$ cat src/ddr_consts.vh
// constants for the extended mode and command decode block of a four-bank ddr device
// assumes the controller samples commands on the device clock, which arrives as a pin input
`ifndef DDR_CONSTS_VH
`define DDR_CONSTS_VH
`define ADDR_W 14
`define CMD_W 3
`define CMD_LOAD 3'h0
`define CMD_REFRESH 3'h1
`define CMD_PRECHARGE 3'h2
`define CMD_ACTIVATE 3'h3
`define CMD_WRITE 3'h4
`define CMD_READ 3'h5
`define CMD_NOP 3'h7
`define SEL_BASE 2'h0
`define SEL_EXT 2'h1
`define SEL_EXT2 2'h2
`define SEL_EXT3 2'h3
`define BIT_DLL_OFF 0
`define BIT_DRIVE 1
`define BIT_TERM_A 2
`define AL_LO 3
`define AL_HI 5
`define BIT_TERM_B 6
`define BIT_AP 10
`define BIT_STROBE_N 10
`define BIT_DUP_STROBE 11
`define BIT_OUT_OFF 12
`define CL_LO 4
`define CL_HI 6
`define BIT_DLL_RESET 8
`define AL_MAX 3'h4
`define CL_DEFAULT 3'h3
`define LAT_W 4
`define PIPE_DEPTH 8
`define DLL_LOCK_CYCLES 8'hC8
`define FIFO_W 19
`define FIFO_DEPTH 16
`define FIFO_AW 4
`endif

$ cat src/ddr_mode_decode.v
// command decoder and extended mode register functions of a ddr device
// assumes all command pins and the device clock pin come from outside the clk_in domain
`include "ddr_consts.vh"
module ddr_mode_decode #(
	parameter IS_X8 = 1'b1
) (
	input  wire               clk_in,
	input  wire               rst_n_in,
	input  wire               dev_clk_in,
	input  wire               cke_in,
	input  wire               cs_n_in,
	input  wire               ras_n_in,
	input  wire               cas_n_in,
	input  wire               we_n_in,
	input  wire [1:0]         bank_in,
	input  wire [`ADDR_W-1:0] addr_in,
	input  wire               on_die_termination_in,
	input  wire               exec_ready_in,
	output reg  [`CMD_W-1:0]  exec_cmd_out,
	output reg  [1:0]         exec_bank_out,
	output reg  [`ADDR_W-1:0] exec_addr_out,
	output reg                exec_valid_out,
	output reg                cmd_ready_out,
	output reg                dll_on_out,
	output reg                dll_reset_out,
	output reg                dll_locked_out,
	output reg                reduced_drive_out,
	output reg                strobe_n_oe_out,
	output reg                dup_strobe_oe_out,
	output reg                dup_strobe_n_oe_out,
	output reg                data_out_en_out,
	output reg  [1:0]         termination_resistance_out,
	output reg                termination_on_out,
	output reg  [`LAT_W-1:0]  total_read_latency_out,
	output reg  [`LAT_W-1:0]  total_write_latency_out,
	output reg                self_refresh_out,
	output reg                power_down_out,
	output reg  [`ADDR_W-1:0] extended_mode_register_two_out,
	output reg  [`ADDR_W-1:0] extended_mode_register_three_out
);
	localparam ST_ACTIVE = 2'h0;
	localparam ST_PDOWN  = 2'h1;
	localparam ST_SREF   = 2'h2;

	// three stage sync on the device clock: two for metastability, third for edge detect; other pins get two stages
	reg [2:0]         dclk_q;
	reg [1:0]         cke_s_q;
	reg [1:0]         cs_s_q;
	reg [1:0]         ras_s_q;
	reg [1:0]         cas_s_q;
	reg [1:0]         we_s_q;
	reg [1:0]         odt_s_q;
	reg [1:0]         ba0_s_q;
	reg [1:0]         ba1_s_q;
	reg [`ADDR_W-1:0] a_m_q;
	reg [`ADDR_W-1:0] a_s_q;
	reg               cke_prev_q;
	reg [1:0]         state_q;
	reg [`ADDR_W-1:0] mode_register_q;
	reg [`ADDR_W-1:0] extended_mode_register_q;
	reg [7:0]         lock_cnt_q;
	reg [`FIFO_W-1:0] pipe_q [0:`PIPE_DEPTH-1];
	reg [`PIPE_DEPTH-1:0] pipe_v_q;
	reg [`FIFO_W-1:0] tap_word_q;
	reg               tap_v_q;

	wire dclk_rise = dclk_q[1] && !dclk_q[2];
	wire cke_now   = cke_s_q[1];
	wire cke_fall  = cke_prev_q && !cke_now;
	wire cke_hold  = cke_prev_q && cke_now;

	// chip select low: row, column, write strobes form the code
	function [`CMD_W-1:0] decode_cmd;
		input cs_n;
		input ras_n;
		input cas_n;
		input we_n;
		begin
			if (cs_n) begin
				decode_cmd = `CMD_NOP;
			end else begin
				decode_cmd = {ras_n, cas_n, we_n};
			end
		end
	endfunction

	// plain binary latency with reserved codes clamped to the maximum
	function [2:0] al_of;
		input [`ADDR_W-1:0] e;
		begin
			if (e[`AL_HI:`AL_LO] > `AL_MAX) begin
				al_of = `AL_MAX;
			end else begin
				al_of = e[`AL_HI:`AL_LO];
			end
		end
	endfunction

	wire [`CMD_W-1:0] cmd_now = decode_cmd(cs_s_q[1], ras_s_q[1], cas_s_q[1], we_s_q[1]);
	wire [1:0]        ba_now  = {ba1_s_q[1], ba0_s_q[1]};
	wire              nop_now = (cmd_now == `CMD_NOP);
	wire [2:0]        al_now  = al_of(extended_mode_register_q);
	wire [2:0]        cl_now  = mode_register_q[`CL_HI:`CL_LO];

	always @(posedge clk_in) begin
		if (!rst_n_in) begin
			dclk_q  <= 3'h0;
			cke_s_q <= 2'h0;
			cs_s_q  <= 2'h3;
			ras_s_q <= 2'h3;
			cas_s_q <= 2'h3;
			we_s_q  <= 2'h3;
			odt_s_q <= 2'h0;
			ba0_s_q <= 2'h0;
			ba1_s_q <= 2'h0;
			a_m_q   <= {`ADDR_W{1'b0}};
			a_s_q   <= {`ADDR_W{1'b0}};
		end else begin
			dclk_q  <= {dclk_q[1:0], dev_clk_in};
			cke_s_q <= {cke_s_q[0], cke_in};
			cs_s_q  <= {cs_s_q[0], cs_n_in};
			ras_s_q <= {ras_s_q[0], ras_n_in};
			cas_s_q <= {cas_s_q[0], cas_n_in};
			we_s_q  <= {we_s_q[0], we_n_in};
			odt_s_q <= {odt_s_q[0], on_die_termination_in};
			ba0_s_q <= {ba0_s_q[0], bank_in[0]};
			ba1_s_q <= {ba1_s_q[0], bank_in[1]};
			a_m_q   <= addr_in;
			a_s_q   <= a_m_q;
		end
	end

	// power state machine, advanced on each device clock rising edge
	always @(posedge clk_in) begin
		if (!rst_n_in) begin
			state_q    <= ST_ACTIVE;
			cke_prev_q <= 1'b0;
		end else if (dclk_rise) begin
			cke_prev_q <= cke_now;
			case (state_q)
				ST_ACTIVE: begin
					if (cke_fall && cmd_now == `CMD_REFRESH) begin
						state_q <= ST_SREF;
					end else if (cke_fall && nop_now) begin
						state_q <= ST_PDOWN;
					end
				end
				// no refresh while here; the controller bounds the stay
				ST_PDOWN: begin
					if (cke_now && nop_now) begin
						state_q <= ST_ACTIVE;
					end
				end
				// exit on cke alone; real part exits asynchronously
				ST_SREF: begin
					if (cke_now) begin
						state_q <= ST_ACTIVE;
					end
				end
				default: begin
					state_q <= ST_ACTIVE;
				end
			endcase
		end
	end

	// commands count only with clock enable high at this edge and the one before
	wire cmd_valid = dclk_rise && cke_hold && (state_q == ST_ACTIVE);
	wire load_now  = cmd_valid && (cmd_now == `CMD_LOAD);
	wire sref_exit = dclk_rise && (state_q == ST_SREF) && cke_now;
	wire dll_reset_req = sref_exit ||
		(load_now && ba_now == `SEL_BASE && a_s_q[`BIT_DLL_RESET]);

	// mode registers; contents survive everything but reset or reload
	always @(posedge clk_in) begin
		if (!rst_n_in) begin
			mode_register_q                  <= {`ADDR_W{1'b0}};
			extended_mode_register_q         <= {`ADDR_W{1'b0}};
			extended_mode_register_two_out   <= {`ADDR_W{1'b0}};
			extended_mode_register_three_out <= {`ADDR_W{1'b0}};
		end else if (load_now) begin
			if (ba_now == `SEL_BASE) begin
				mode_register_q <= a_s_q;
			end else if (ba_now == `SEL_EXT) begin
				extended_mode_register_q <= a_s_q;
			end else if (ba_now == `SEL_EXT2) begin
				extended_mode_register_two_out <= a_s_q;
			end else begin
				extended_mode_register_three_out <= a_s_q;
			end
		end
	end

	// dll reset pulses on base register reset bit or self refresh exit
	always @(posedge clk_in) begin
		if (!rst_n_in) begin
			dll_reset_out  <= 1'b0;
			lock_cnt_q     <= 8'h0;
			dll_locked_out <= 1'b0;
		end else begin
			dll_reset_out <= dll_reset_req;
			if (dll_reset_out) begin
				lock_cnt_q     <= 8'h0;
				dll_locked_out <= 1'b0;
			end else if (dclk_rise && !dll_locked_out) begin
				// counts device clocks; lock flag shows when reads are safe
				if (lock_cnt_q == `DLL_LOCK_CYCLES - 8'h1) begin
					dll_locked_out <= 1'b1;
				end
				lock_cnt_q <= lock_cnt_q + 8'h1;
			end
		end
	end

	// read and write commands held al device clocks in a delay line
	// full address rides along; bit 10 is auto precharge or all banks
	wire [`FIFO_W-1:0] cmd_word = {cmd_now, ba_now, a_s_q};
	wire               is_rw    = (cmd_now == `CMD_READ) || (cmd_now == `CMD_WRITE);
	wire               fifo_in_ready;
	wire [`FIFO_W-1:0] fifo_out_data;
	wire               fifo_out_valid;
	wire               cur_push  = cmd_valid && !nop_now && (!is_rw || al_now == 3'h0);
	// a held command leaves one clock after the rise, so it never meets a fresh one
	wire [`FIFO_W-1:0] push_data = tap_v_q ? tap_word_q : cmd_word;
	wire               push_v    = cur_push || tap_v_q;

	genvar gi;
	generate
		for (gi = 0; gi < `PIPE_DEPTH; gi = gi + 1) begin : g_pipe
			if (gi == 0) begin : g_head
				always @(posedge clk_in) begin
					if (!rst_n_in) begin
						pipe_v_q[gi] <= 1'b0;
						pipe_q[gi]   <= {`FIFO_W{1'b0}};
					end else if (dclk_rise) begin
						pipe_v_q[gi] <= cmd_valid && is_rw && (al_now != 3'h0);
						pipe_q[gi]   <= cmd_word;
					end
				end
			end else begin : g_tail
				always @(posedge clk_in) begin
					if (!rst_n_in) begin
						pipe_v_q[gi] <= 1'b0;
						pipe_q[gi]   <= {`FIFO_W{1'b0}};
					end else if (dclk_rise) begin
						pipe_v_q[gi] <= pipe_v_q[gi-1];
						pipe_q[gi]   <= pipe_q[gi-1];
					end
				end
			end
		end
	endgenerate

	// tap at the programmed latency; retuning it with commands in flight mis-times them
	always @(posedge clk_in) begin
		if (!rst_n_in) begin
			tap_v_q    <= 1'b0;
			tap_word_q <= {`FIFO_W{1'b0}};
		end else begin
			tap_v_q    <= dclk_rise && (al_now != 3'h0) && pipe_v_q[al_now - 3'h1];
			tap_word_q <= pipe_q[al_now - 3'h1];
		end
	end

	// queue absorbs a stalled core; a full queue drops commands, flagged by cmd_ready_out
	cmd_fifo #(
		.WIDTH(`FIFO_W),
		.DEPTH(`FIFO_DEPTH),
		.AW   (`FIFO_AW)
	) u_fifo (
		.clk_in      (clk_in),
		.rst_n_in    (rst_n_in),
		.wr_data_in  (push_data),
		.wr_valid_in (push_v),
		.wr_ready_out(fifo_in_ready),
		.rd_data_out (fifo_out_data),
		.rd_valid_out(fifo_out_valid),
		.rd_ready_in (exec_ready_in && !exec_valid_out)
	);

	always @(posedge clk_in) begin
		if (!rst_n_in) begin
			exec_valid_out <= 1'b0;
			exec_cmd_out   <= `CMD_NOP;
			exec_bank_out  <= 2'h0;
			exec_addr_out  <= {`ADDR_W{1'b0}};
			cmd_ready_out  <= 1'b0;
		end else begin
			cmd_ready_out <= fifo_in_ready;
			if (exec_valid_out) begin
				exec_valid_out <= 1'b0;
			end else if (exec_ready_in && fifo_out_valid) begin
				exec_valid_out <= 1'b1;
				exec_cmd_out   <= fifo_out_data[`FIFO_W-1:`FIFO_W-3];
				exec_bank_out  <= fifo_out_data[`FIFO_W-4:`FIFO_W-5];
				exec_addr_out  <= fifo_out_data[`ADDR_W-1:0];
			end
		end
	end

	// output controls derived from the base and extended registers, the termination pin and power state
	always @(posedge clk_in) begin
		if (!rst_n_in) begin
			dll_on_out                 <= 1'b0;
			reduced_drive_out          <= 1'b0;
			strobe_n_oe_out            <= 1'b0;
			dup_strobe_oe_out          <= 1'b0;
			dup_strobe_n_oe_out        <= 1'b0;
			data_out_en_out            <= 1'b0;
			termination_resistance_out <= 2'h0;
			termination_on_out         <= 1'b0;
			total_read_latency_out     <= 4'h0;
			total_write_latency_out    <= 4'h0;
			self_refresh_out           <= 1'b0;
			power_down_out             <= 1'b0;
		end else begin
			self_refresh_out <= (state_q == ST_SREF);
			power_down_out   <= (state_q == ST_PDOWN);
			dll_on_out <= !extended_mode_register_q[`BIT_DLL_OFF] && (state_q != ST_SREF);
			reduced_drive_out <= extended_mode_register_q[`BIT_DRIVE];
			data_out_en_out   <= !extended_mode_register_q[`BIT_OUT_OFF];
			// enables only gate the buffers; strobe timing belongs to the data path
			strobe_n_oe_out   <= !extended_mode_register_q[`BIT_STROBE_N] &&
				!extended_mode_register_q[`BIT_OUT_OFF];
			dup_strobe_oe_out <= IS_X8 && extended_mode_register_q[`BIT_DUP_STROBE] &&
				!extended_mode_register_q[`BIT_OUT_OFF];
			dup_strobe_n_oe_out <= IS_X8 && extended_mode_register_q[`BIT_DUP_STROBE] &&
				!extended_mode_register_q[`BIT_STROBE_N] &&
				!extended_mode_register_q[`BIT_OUT_OFF];
			// 00 off, 01 75 ohm, 10 150 ohm, 11 reserved
			termination_resistance_out <= {extended_mode_register_q[`BIT_TERM_B],
				extended_mode_register_q[`BIT_TERM_A]};
			termination_on_out <= odt_s_q[1] && (state_q != ST_SREF) &&
				(extended_mode_register_q[`BIT_TERM_A] ||
				extended_mode_register_q[`BIT_TERM_B]);
			total_read_latency_out  <= {1'b0, al_now} + {1'b0, cl_now};
			total_write_latency_out <= {1'b0, al_now} + {1'b0, cl_now} - 4'h1;
		end
	end
endmodule // ddr_mode_decode

$ cat src/cmd_fifo.v
// small synchronous fifo with valid and ready on both sides
// assumes one clock and synchronous active low reset
module cmd_fifo #(
	parameter WIDTH = 17,
	parameter DEPTH = 16,
	parameter AW    = 4
) (
	input  wire             clk_in,
	input  wire             rst_n_in,
	input  wire [WIDTH-1:0] wr_data_in,
	input  wire             wr_valid_in,
	output wire             wr_ready_out,
	output wire [WIDTH-1:0] rd_data_out,
	output wire             rd_valid_out,
	input  wire             rd_ready_in
);
	reg [WIDTH-1:0] mem [0:DEPTH-1];
	reg [AW:0]      wp_q;
	reg [AW:0]      rp_q;
	wire            full  = (wp_q[AW] != rp_q[AW]) && (wp_q[AW-1:0] == rp_q[AW-1:0]);
	wire            empty = (wp_q == rp_q);
	wire            push  = wr_valid_in && !full;
	wire            pop   = rd_ready_in && !empty;

	assign wr_ready_out = !full;
	assign rd_valid_out = !empty;
	assign rd_data_out  = mem[rp_q[AW-1:0]];

	always @(posedge clk_in) begin
		if (push) begin
			mem[wp_q[AW-1:0]] <= wr_data_in;
		end
	end

	always @(posedge clk_in) begin
		if (!rst_n_in) begin
			wp_q <= {(AW+1){1'b0}};
			rp_q <= {(AW+1){1'b0}};
		end else begin
			if (push) begin
				wp_q <= wp_q + 1'b1;
			end
			if (pop) begin
				rp_q <= rp_q + 1'b1;
			end
		end
	end
endmodule // cmd_fifo

$ cat config.mk
export PLATFORM = sky130hd
export DESIGN_NAME = ddr_mode_decode
export DESIGN_NICKNAME = d
export VERILOG_FILES = /design/src/ddr_mode_decode.v /design/src/cmd_fifo.v
export VERILOG_INCLUDE_DIRS = /design/src
export SDC_FILE = /design/constraint.sdc
export NUM_CORES = 1
export LEC_CHECK = 0
export BUFFER_PORTS_ARGS = -buffer_cell sky130_fd_sc_hd__buf_2
export CORE_UTILIZATION = 30
export DETAILED_ROUTE_END_ITERATION = 16
export PLACE_DENSITY = 0.42
export SYNTH_ARGS = -nofsm -noshare
export SYNTH_HDL_FRONTEND = slang
export SYNTH_SLANG_ARGS = --single-unit
$ cat constraint.sdc
create_clock -name clk_in -period 5.65 [get_ports clk_in]
set_clock_uncertainty 0.1 [all_clocks]
set_input_delay 0.2825 -clock clk_in [delete_from_list [all_inputs] [get_ports clk_in]]
set_output_delay 0.2825 -clock clk_in [all_outputs]
set_load 0.02 [all_outputs]
Yosys cells after proc, flatten, opt, wreduce, memory -nomap -nowiden
Memory sizes are Yosys's and may differ from the RTL's. A register that Yosys moved wholly into a read port is not among the register bits.
Cells that the tools add are included.

operators by class
  $lt $le $gt $ge = 2
  mux-type cells = 25
  bitwise gates (word level) = 13
  reduce and logical (&&, ||, !) cells = 64
  add/subtract/negate cells = 6
  equal/unequal tests = 16

operators by type and width
  operator               count
  $mux W19               9
  $logic_and A1 B1 Y1    32
  $logic_not A1 Y1       13
  $reduce_and A4 Y1      3
  $add A5 B1 Y5 const B  2
  $eq A3 B3 Y1 const B   3
  $add A8 B1 Y8 const B  1
  $eq A8 B8 Y1 const B   1
  $mux W1                8
  $mux W2                4
  $or A1 B1 Y1           8
  $logic_not A3 Y1       2
  $mux W3                2
  $ne A2 B2 Y1 const B   3
  $pmux W2 S3            1
  $reduce_and A2 Y1      3
  $eq A5 B5 Y1           1
  $logic_or A1 B1 Y1     5
  $not A1 Y1             5
  $add A3 B3 Y4          1
  $eq A2 B1 Y1 const B   2
  $eq A2 B2 Y1 const B   2
  $eq A4 B4 Y1           1
  $logic_not A2 Y1       2
  11 further kinds       12

word-level totals
  register bits after elaboration = 148
  word-level logic and storage cells = 173
  memory bits (writable) = 456
  memories = 2

memories
  memory      words  width  read ports  clocked after Yosys merged registers in  wr ports  line                  text
  u_fifo.mem  16     19     1           1                                        1         cmd_fifo.v:17         reg [WIDTH-1:0] mem [0:DEPTH-1];
  pipe_q      8      19     8           1                                        8         ddr_mode_decode.v:62  reg [`FIFO_W-1:0] pipe_q [0:`PIPE_DEPTH-1];

Longest topological paths before layout
Gate-level depths: netlist of run 1.

  word-level depth = 10
  mapped depth = 12
  mapped depth without buffers = 9

By module
A second synthesis of run 1 with hierarchy kept.

unflattened totals
  cell total of the unflattened synthesis = 1577
  area, all modules = 25079.1 um^2

modules (own cells, without submodules)
  module           cells an instance  area an instance (um^2)  times used
  ddr_mode_decode  1050               12793.5                  1
  cmd_fifo         527                12285.5                  1

Worst setup path after synthesis of run 1
OpenSTA, ideal clock, no wires.

  path type = register to register
  start = register dclk_q[2]
  end = memory pipe_q[0][0] (netlist bit) (enable)
  cell stages (with the launch flop) = 4
  data required time = 4280 ps
  path slack = 991 ps
  data arrival time = 3289 ps
  path through = dfxtp_1 -> nand2b_1 -> clkbuf_1 -> nand2_1

RTL lines
  element                   line                   text
  start: declaration        ddr_mode_decode.v:46   reg [2:0] dclk_q;
  start signal: assignment  ddr_mode_decode.v:119  dclk_q <= {dclk_q[1:0], dev_clk_in};
  end: declaration          ddr_mode_decode.v:62

Worst setup path in the final report of run 1
  start = register extended_mode_register_q[5]
  end = memory u_fifo.mem[2][4] (netlist bit) (enable)

between the ends
  longest elaborated chain between the ends = 9

ends and longest elaborated chain
  element                            line                   text
  start: declaration                 ddr_mode_decode.v:60   reg [`ADDR_W-1:0] extended_mode_register_q;
  start signal: assignment           ddr_mode_decode.v:178  extended_mode_register_q <= {`ADDR_W{1'b0}};
  start signal: assignment           ddr_mode_decode.v:185  extended_mode_register_q <= a_s_q;
  $gt A3 B3 Y1 (no source line)      n/a
  $mux W3 (*)                        ddr_mode_decode.v:91   if (e[`AL_HI:`AL_LO] > `AL_MAX) begin
  $logic_not A3 Y1 (*)               ddr_mode_decode.v:222  wire cur_push = cmd_valid && !nop_now && (!is_rw || al_now == 3'h0);
  $logic_or A1 B1 Y1 (*)             ddr_mode_decode.v:222
  $logic_and A1 B1 Y1 (*)            ddr_mode_decode.v:222
  $logic_or A1 B1 Y1 (*)             ddr_mode_decode.v:225  wire push_v = cur_push || tap_v_q;
  $logic_and A1 B1 Y1 (*)            cmd_fifo.v:22          wire push = wr_valid_in && !full;
  $mux W1 (*)                        cmd_fifo.v:30          if (push) begin
  $mux W1 (not written as such) (*)  cmd_fifo.v:31          mem[wp_q[AW-1:0]] <= wr_data_in;
  end: declaration                   cmd_fifo.v:17

Every way passes the cells marked *; elsewhere a longest branch is shown, timed or not.

==> flow_metrics.py, run 1 <==
metrics = {
    "grt": {
        "top_usage_layer": "met2",
        "met2_usage": 0.248,
        "grt_overflow": 0,
        "grt_start_max_net_pins": 115,
        "grtUsageTotal": 0.150,
        "antenna_found_initial": 0,
        "gr-usage-met1": 0.205,
        "grt_use_met3": 0.0234,
        "grt_pass1_vias": 13800,
        "grt_pass1_wl_um": 91900,
    },
    "place": {
        "dpl-instance-area_mm2": 0.0262,
        "gp_congestion": 0.741,
        "dp_hpwl_um": 37600,
        "port_buffers": 95,
    },
    "timing": {
        "max_freq_mhz": 273,
        "max_slew_margin": 0.201,
        "period_share": 0.649,
        "finalSetupViolations": 0,
        "final.min_clock_period_ns": 3.67,
        "rsz0062_at_grt": "false",
        "tns_ns": 0,
        "slew_violations": 0,
        "worst_slew_pin_slew_ns": 1.20,
        "finalHoldViolCount": 0,
    },
    "setup_path": {
        "path_depth": 9,
        "critical-path-top-delay-family": "simple AND/OR/NAND/NOR gates",
        "crit_path_end_kind": "flip-flop",
        "critPathLaunchType": "flip-flop",
        "worstPathArrival_ns": 3.76,
        "crit_fanout": 19,
        "crit_type": "reg -> reg",
        "r2r_cells": 9,
        "crit_slowest_cell": "nor3_4",
        "cp.required_ns": 5.75,
        "crit_chain": "inv_1 > nand2_1 > ha_2 > ha_1 > nand2b_1 > a311oi_2 > a2bb2oi_4 > nand2_2 > nor3_4",
        "crit_buf_inv": 1,
        "max_stage_delay_ns": 0.92,
    },
    "die": {
        "start_util": 0.304,
        "die_w_um": 289,
        "ios": 96,
        "die_y_um": 289,
        "dieArea_mm2": 0.0832,
        "row_count": 104,
        "core_area_mm2": 0.0809,
    },
    "min_path": {
        "hold_depth": 1,
        "hp-class": "reg -> reg",
    },
    "clock_network": {
        "clk_pin_slew_worst_paths_ns": 0.06,
        "cts_max_level": 3,
        "cts.hold.buffers_added": 28,
        "cts_resized": 0,
        "clk_latency_ns": 0.59,
        "cts_tree": "yes",
        "cts_sinks": 635,
        "cts_root_buf": "clkbuf_16",
        "clockBufferDepth": 3,
        "post_cts_buffers": 0,
        "cts_buffers": 68,
    },
    "logic_synthesis": {
        "synth_area_mm2": 0.0246,
        "synthArstFlopShare": 0,
        "syn_inst": 1560,
        "syn_avg_cell_area_um2": 15.8,
        "synthMuxAreaShare": 0.123,
        "ys_warn_count": 0,
        "seq_area_frac_synth": 0.701,
        "ys.flop_type": "edfxtp_1",
        "yosys.area.top_type_share": 0.556,
        "synth_edf_count": 456,
        "synth_top_family_by_area": "multiplexers",
        "synth-xor-area-share": 0.00676,
        "yosys.area.top_type": "edfxtp_1",
        "synth-seq-cells": 635,
        "synth-adder-area-share": 0.00843,
        "synthDistinctLibCells": 54,
        "synth_compound_area_frac": 0.0366,
        "yosysMostFrequentCell": "edfxtp_1",
        "syn-num-nets": 1602,
        "synth_area_leaders": "edfxtp_1 56%, dfxtp_1 15%, mux4_2 10%, and3_1 4.0%, nand2_1 2.0%",
        "synth_commonest_cells": "456 x edfxtp_1, 179 x dfxtp_1, 157 x and3_1",
        "synthSimpleGateAreaFrac": 0.102,
    },
    "job": {
        "max-cap-violations": 0,
    },
    "layout": {
        "seqCellArea_mm2": 0.0173,
        "num-fill-cells": 7732,
        "area_growth_syn_to_layout_pct": 16.4,
        "post-route-cell-area_mm2": 0.0287,
        "final_nets": 1708,
        "drive_gt1_frac": 0.215,
        "multi_input_area_mm2": 0.00692,
    },
    "run_status": {
        "status": "finished with violations",
        "violations": "design-rule violations",
    },
    "routing": {
        "dr.pass1.iters": 11,
        "drt-total-wl_um": 62000,
        "dr_total_vias": 13300,
        "antenna_left": 0,
        "viasPerCell": 4.80,
        "post_drt_wl_per_cell_um": 22.3,
        "drt_iter0_drc": 877,
        "drc": 8,
    },
    "power_and_ir_drop": {
        "p_per_area_mw_per_mm2": 337,
        "leakage_nw": 10.3,
        "power_w": 0.00965,
        "ir_worst_vdd_v": 0.000188,
    },
}
## area by class of cell
class                           instances  area share
Antenna cell                            1   0.0000873
Sequential cell                       635       0.603
Clock inverter                         13     0.00301
Multi-Input combinational cell        800       0.242
Clock buffer                          108      0.0715
Timing Repair Buffer                  146      0.0326
Tap cell                             1060      0.0463
Inverter                               15     0.00201
## path summary, 6_finish.rpt
check / startpoint / to / slack [ns]
setup reg to reg: extended_mode_register_q[5] / u_fifo.mem[2][4] / 1.98
hold / removal: ras_s_q[0] / ras_s_q[1] / 0.31
setup / recovery: extended_mode_register_q[5] / u_fifo.mem[2][4] / 1.98
hold reg to reg: ras_s_q[0] / ras_s_q[1] / 0.31
## stage by stage
| stage | hold WS, ns | setup WS [ns] | cells | utilization |
|---|---|---|---|---|
| floorplan | 0.284 | 0.991 | 1560 | - |
| global placement | 0.298 | 2.02 | 2628 | 0.324 |
| detailed placement | 0.306 | 1.96 | 2628 | 0.324 |
| CTS | 0.309 | 1.93 | 2777 | 0.354 |
| global route | 0.332 | 1.74 | 2777 | 0.354 |
| finish | 0.313 | 1.98 | 2778 | 0.354 |
## routing by layer
| layer | up-vias | wire length (µm) |
|---|---|---|
| met4 | 0 | 1170 |
| met1 | 6856 | 28100 |
| met5 | - | 0 |
| li1 | 6133 | - |
| met3 | 90 | 2380 |
| met2 | 260 | 30400 |
## registers in the layout (all words and copies together), names as in the netlist, 3 cells and up
register and count:
a_m_q 14, a_s_q 14, dclk_q 3, exec_addr_out 14, exec_cmd_out 3, extended_mode_register_q 10
extended_mode_register_three_out 14, extended_mode_register_two_out 14, lock_cnt_q 8, mode_register_q 3, pipe_q 152, pipe_v_q 8
tap_word_q 19, total_read_latency_out 4, total_write_latency_out 4, u_fifo.mem 304, u_fifo.rp_q 5, u_fifo.wp_q 5
## kinds of logic after synthesis
logic type	after synthesis
AND/OR/NAND/NOR	470
XOR/XNOR	19
buffers and inverters	125
AO/OA/AOI/OAI	135
multiplexers	160
adder cells (fa/ha/maj)	16
flip-flops	635
## power by group
part / internal, W / switching (W) / total [W]
sequential: 0.00506 / 0.0000435 / 0.00510
clock: 0.00253 / 0.00180 / 0.00433
combinational: 0.0000705 / 0.000145 / 0.000215
## cells in the final DEF, fill, tap and decap left out, drive strengths merged, types with 7 or more instances in the layout
cell type / Yosys / routed
a21oi: 60 / 60
a22o: 16 / 16
a22oi: 34 / 34
and2: 49 / 49
and3: 157 / 157
buf: 35 / 118
clkbuf: 75 / 108
clkinv: 0 / 13
dfxtp: 179 / 179
dlygate4sd3: 0 / 28
edfxtp: 456 / 456
ha: 15 / 15
inv: 15 / 14
mux2: 14 / 14
mux2i: 33 / 33
mux4: 113 / 113
nand2: 132 / 132
nand2b: 20 / 20
nor2: 63 / 63
nor2b: 8 / 8
nor3: 20 / 20
o21ai: 7 / 7
xnor2: 7 / 7
xor2: 12 / 12
(Power assumes the default switching activity.)
==> run 2, diff against run 1 <==
--- a/config.mk
+++ b/config.mk
@@ -6,10 +6,11 @@
 export SDC_FILE = /design/constraint.sdc
 export NUM_CORES = 1
 export LEC_CHECK = 0
+export ABC_AREA = 1
 export BUFFER_PORTS_ARGS = -buffer_cell sky130_fd_sc_hd__buf_2
 export CORE_UTILIZATION = 30
 export DETAILED_ROUTE_END_ITERATION = 16
-export PLACE_DENSITY = 0.42
+export PLACE_DENSITY = 0.43
 export SYNTH_ARGS = -nofsm -noshare
 export SYNTH_HDL_FRONTEND = slang
 export SYNTH_SLANG_ARGS = --single-unit
==> constraint.sdc (replaced) <==
create_clock -name clk_in -period 3.31 [get_ports clk_in]
set_clock_uncertainty 0.1 [all_clocks]
set_input_delay 0.1655 -clock clk_in [delete_from_list [all_inputs] [get_ports clk_in]]
set_output_delay 0.1655 -clock clk_in [all_outputs]
set_load 0.02 [all_outputs]
==> flow_metrics.py, run 2 <==
metrics = {
    "clock_network": {
        "cts_root_buf": "clkbuf_16",
        "cts_max_level": 3,
        "clk_pin_slew_worst_paths_ns": 0.06,
        "cts_sinks": 635,
        "clockBufferDepth": 3,
        "cts_buffers": 74,
        "cts_tree": "yes",
        "post_cts_buffers": 0,
        "clk_latency_ns": 0.61,
    },
    "setup_path": {
        "r2r-start": "extended_mode_register_q[5]",
        "r2r_cells": 14,
        "critical-path-top-delay-family": "simple AND/OR/NAND/NOR gates",
        "cpMostUsedCell": "nand2_1",
        "reg2reg_slack_ns": 0.26,
        "crit_type": "reg -> reg",
        "crit_chain": "o21ai_4 > inv_1 > nor2_1 > inv_1 > ha_1 > ha_1 > nor2_1 > nand2_1 > nand3_1 > nand2_1 > nand2_1 > inv_2 > nand2_1 > nor2_4",
        "reg2reg_to": "u_fifo.mem[4][5]",
        "crit_slowest_cell": "nor2_4",
        "crit_buf_inv": 3,
        "worstPathArrival_ns": 3.17,
        "critPathLaunchType": "flip-flop",
        "crit_path_end_kind": "flip-flop",
        "crit_fanout": 19,
        "max_stage_delay_ns": 0.65,
        "cp.required_ns": 3.43,
    },
    "layout": {
        "layout_commonest_cell": "nand2_1",
        "largest_reg_flops": 304,
        "drive_gt1_frac": 0.107,
        "mostFrequentLayoutCells": "558 x nand2_1, 461 x nor2_1, 456 x edfxtp_1",
        "area_growth_syn_to_layout_pct": 18.0,
        "n_antenna_cell": 0,
        "seqCellArea_mm2": 0.0173,
        "multi_input_area_mm2": 0.00716,
        "fin_util": 0.359,
        "final_nets": 2974,
        "num-fill-cells": 8991,
    },
    "min_path": {
        "holdPathEnd": "a_m_q[2]",
        "hold_path.startpoint": "addr_in[2]",
        "hold_depth": 4,
        "hp-class": "in -> reg",
    },
    "timing": {
        "max_slew_margin": 0.242,
        "finalHoldViolCount": 0,
        "rsz0062_at_grt": "false",
        "period_share": 0.921,
        "slew_violations": 0,
        "finalSetupViolations": 0,
        "final.min_clock_period_ns": 3.05,
        "max_freq_mhz": 328,
        "worst_slew_pin_slew_ns": 1.14,
    },
    "logic_synthesis": {
        "syn_avg_cell_area_um2": 9.44,
        "ys_warn_count": 0,
        "synthDistinctLibCells": 36,
        "synth_area_leaders": "edfxtp_1 52%, dfxtp_1 13%, nand2_1 7.9%, nor2_1 6.7%, inv_1 6.0%",
        "synth_edf_count": 456,
        "synth-seq-cells": 635,
        "yosysMostFrequentCell": "nand2_1",
        "synthArstFlopShare": 0,
        "syn-num-nets": 2859,
        "yosys.area.top_type": "edfxtp_1",
        "seq_area_frac_synth": 0.650,
        "synth_commonest_cells": "560 x nand2_1, 477 x nor2_1, 456 x edfxtp_1",
        "syn_inst": 2817,
        "ys.flop_type": "edfxtp_1",
        "yosys.area.top_type_share": 0.515,
        "synth_area_mm2": 0.0266,
    },
    "place": {
        "dp_hpwl_um": 43500,
        "port_buffers": 95,
        "gp_congestion": 0.799,
    },
    "routing": {
        "antenna_left": 0,
        "dr.pass1.iters": 5,
        "drt_iter0_drc": 1209,
        "drc": 0,
        "post_drt_wl_per_cell_um": 17.3,
        "viasPerCell": 4.47,
        "dr_total_vias": 18500,
        "drt-total-wl_um": 71800,
    },
    "die": {
        "dieArea_mm2": 0.0898,
        "core_area_mm2": 0.0873,
        "ios": 96,
        "row_count": 108,
        "start_util": 0.305,
        "die_y_um": 300,
        "die_w_um": 300,
    },
    "grt": {
        "antenna_found_initial": 0,
        "met2_usage": 0.269,
        "grt_pass1_wl_um": 111000,
        "grt_use_met3": 0.0212,
        "top_usage_layer": "met2",
        "gr-usage-met1": 0.217,
        "grtUsageTotal": 0.160,
        "grt_overflow": 0,
        "grt_start_max_net_pins": 156,
        "grt_pass1_vias": 18800,
    },
    "power_and_ir_drop": {
        "p_per_area_mw_per_mm2": 580,
        "power_w": 0.0182,
        "leakage_nw": 13.2,
        "ir_worst_vdd_v": 0.000319,
    },
    "job": {
        "max-cap-violations": 0,
    },
    "run_status": {
        "status": "finished, final reports clean",
    },
}
## run 2: cell types whose count changed after synthesis, moves of 33 or more
| cell | previous run | this run |
|---|---|---|
| mux2i_1 | 33 | 0 |
| a22oi_1 | 34 | 0 |
| and3_1 | 157 | 1 |
| o21ai_0 | 7 | 140 |
| inv_1 | 15 | 424 |
| nor2_1 | 63 | 477 |
| nand3_1 | 4 | 284 |
| nand2_1 | 129 | 560 |
| mux4_2 | 113 | 0 |
| and2_1 | 49 | 0 |
## run 2: timing repair
| action | 4_1_cts | 5_1_grt |
|---|---|---|
| resized for setup | 3 | 5 |
| hold buffers | 32 | 0 |
| endpoints found under the setup margin | 47 | 80 |
| hold endpoints to repair | 55 | 0 |
## run 2: layout make-up
type / count / area share
Inverter: 429 / 0.0514
Multi-Input combinational cell: 1609 / 0.228
Tap cell: 1155 / 0.0461
Clock inverter: 36 / 0.0140
Timing Repair Buffer: 183 / 0.0421
Clock buffer: 100 / 0.0668
Sequential cell: 635 / 0.551
## run 2: worst max path at each step
stage | from | endpoint | slack, ns | cells after the start
finish | extended_mode_register_q[5] | u_fifo.mem[4][5] | 0.26 | 14
global route | extended_mode_register_q[5] | u_fifo.mem[4][10] | 0.02 | 14
CTS | extended_mode_register_q[5] | u_fifo.mem[12][0] | 0.04 | 15
detailed placement | extended_mode_register_q[5] | u_fifo.mem[0][11] | -0.04 | 14
global placement | extended_mode_register_q[5] | u_fifo.mem[0][3] | 0.06 | 14
floorplan | extended_mode_register_q[3] | u_fifo.mem[0][0] | 0.13 | 15
## run 2: stage by stage
step | instance area, µm² | TNS [ns] | hold slack [ns] | instances | worst slack [ns]
after floorplan | 26600 | 0 | 0.163 | 2817 | 0.135
after global placement | 28500 | 0 | 0.249 | 3979 | 0.0638
after detailed placement | 28500 | -0.753 | 0.249 | 3979 | -0.0426
after CTS | 31300 | 0 | 0.126 | 4147 | 0.0366
after global routing | 31400 | 0 | 0.174 | 4147 | 0.0220
final | 31400 | 0 | 0.175 | 4147 | 0.260
## run 2: cells by family (layout without fill, tap and decap cells)
group | after synthesis | count (layout) | synth area share
DFF | 635 | 635 | 0.650
xor gates and xnor gates | 8 | 8 | 0.00264
adders and majority gates | 16 | 16 | 0.00781
AOI/OAI and AO/OA | 234 | 234 | 0.0451
and+or+nand+nor | 1351 | 1351 | 0.208
buffers and inverters | 573 | 748 | 0.0862
## run 2: worst reg2reg max path: stages, from the launching register on
cell and delay [ns]:
dfxtp_1 0.44, o21ai_4 0.11, inv_1 0.07, nor2_1 0.05, inv_1 0.06, ha_1 0.15
ha_1 0.17, nor2_1 0.05, nand2_1 0.08, nand3_1 0.10, nand2_1 0.14, nand2_1 0.10
inv_2 0.13, nand2_1 0.25, nor2_4 0.65
## run 2: power breakdown
part / switching (W) / total (W) / internal (W)
Clock: 0.00334 / 0.00851 / 0.00516
Sequential: 0.0000675 / 0.00873 / 0.00866
Combinational: 0.000681 / 0.000955 / 0.000274
## run 2: routing by layer
metal / vias up / routed length (µm)
met3: 108 / 2370
met4: 0 / 1670
li1: 9248 / -
met1: 8854 / 33800
met5: - / 0
met2: 331 / 33900
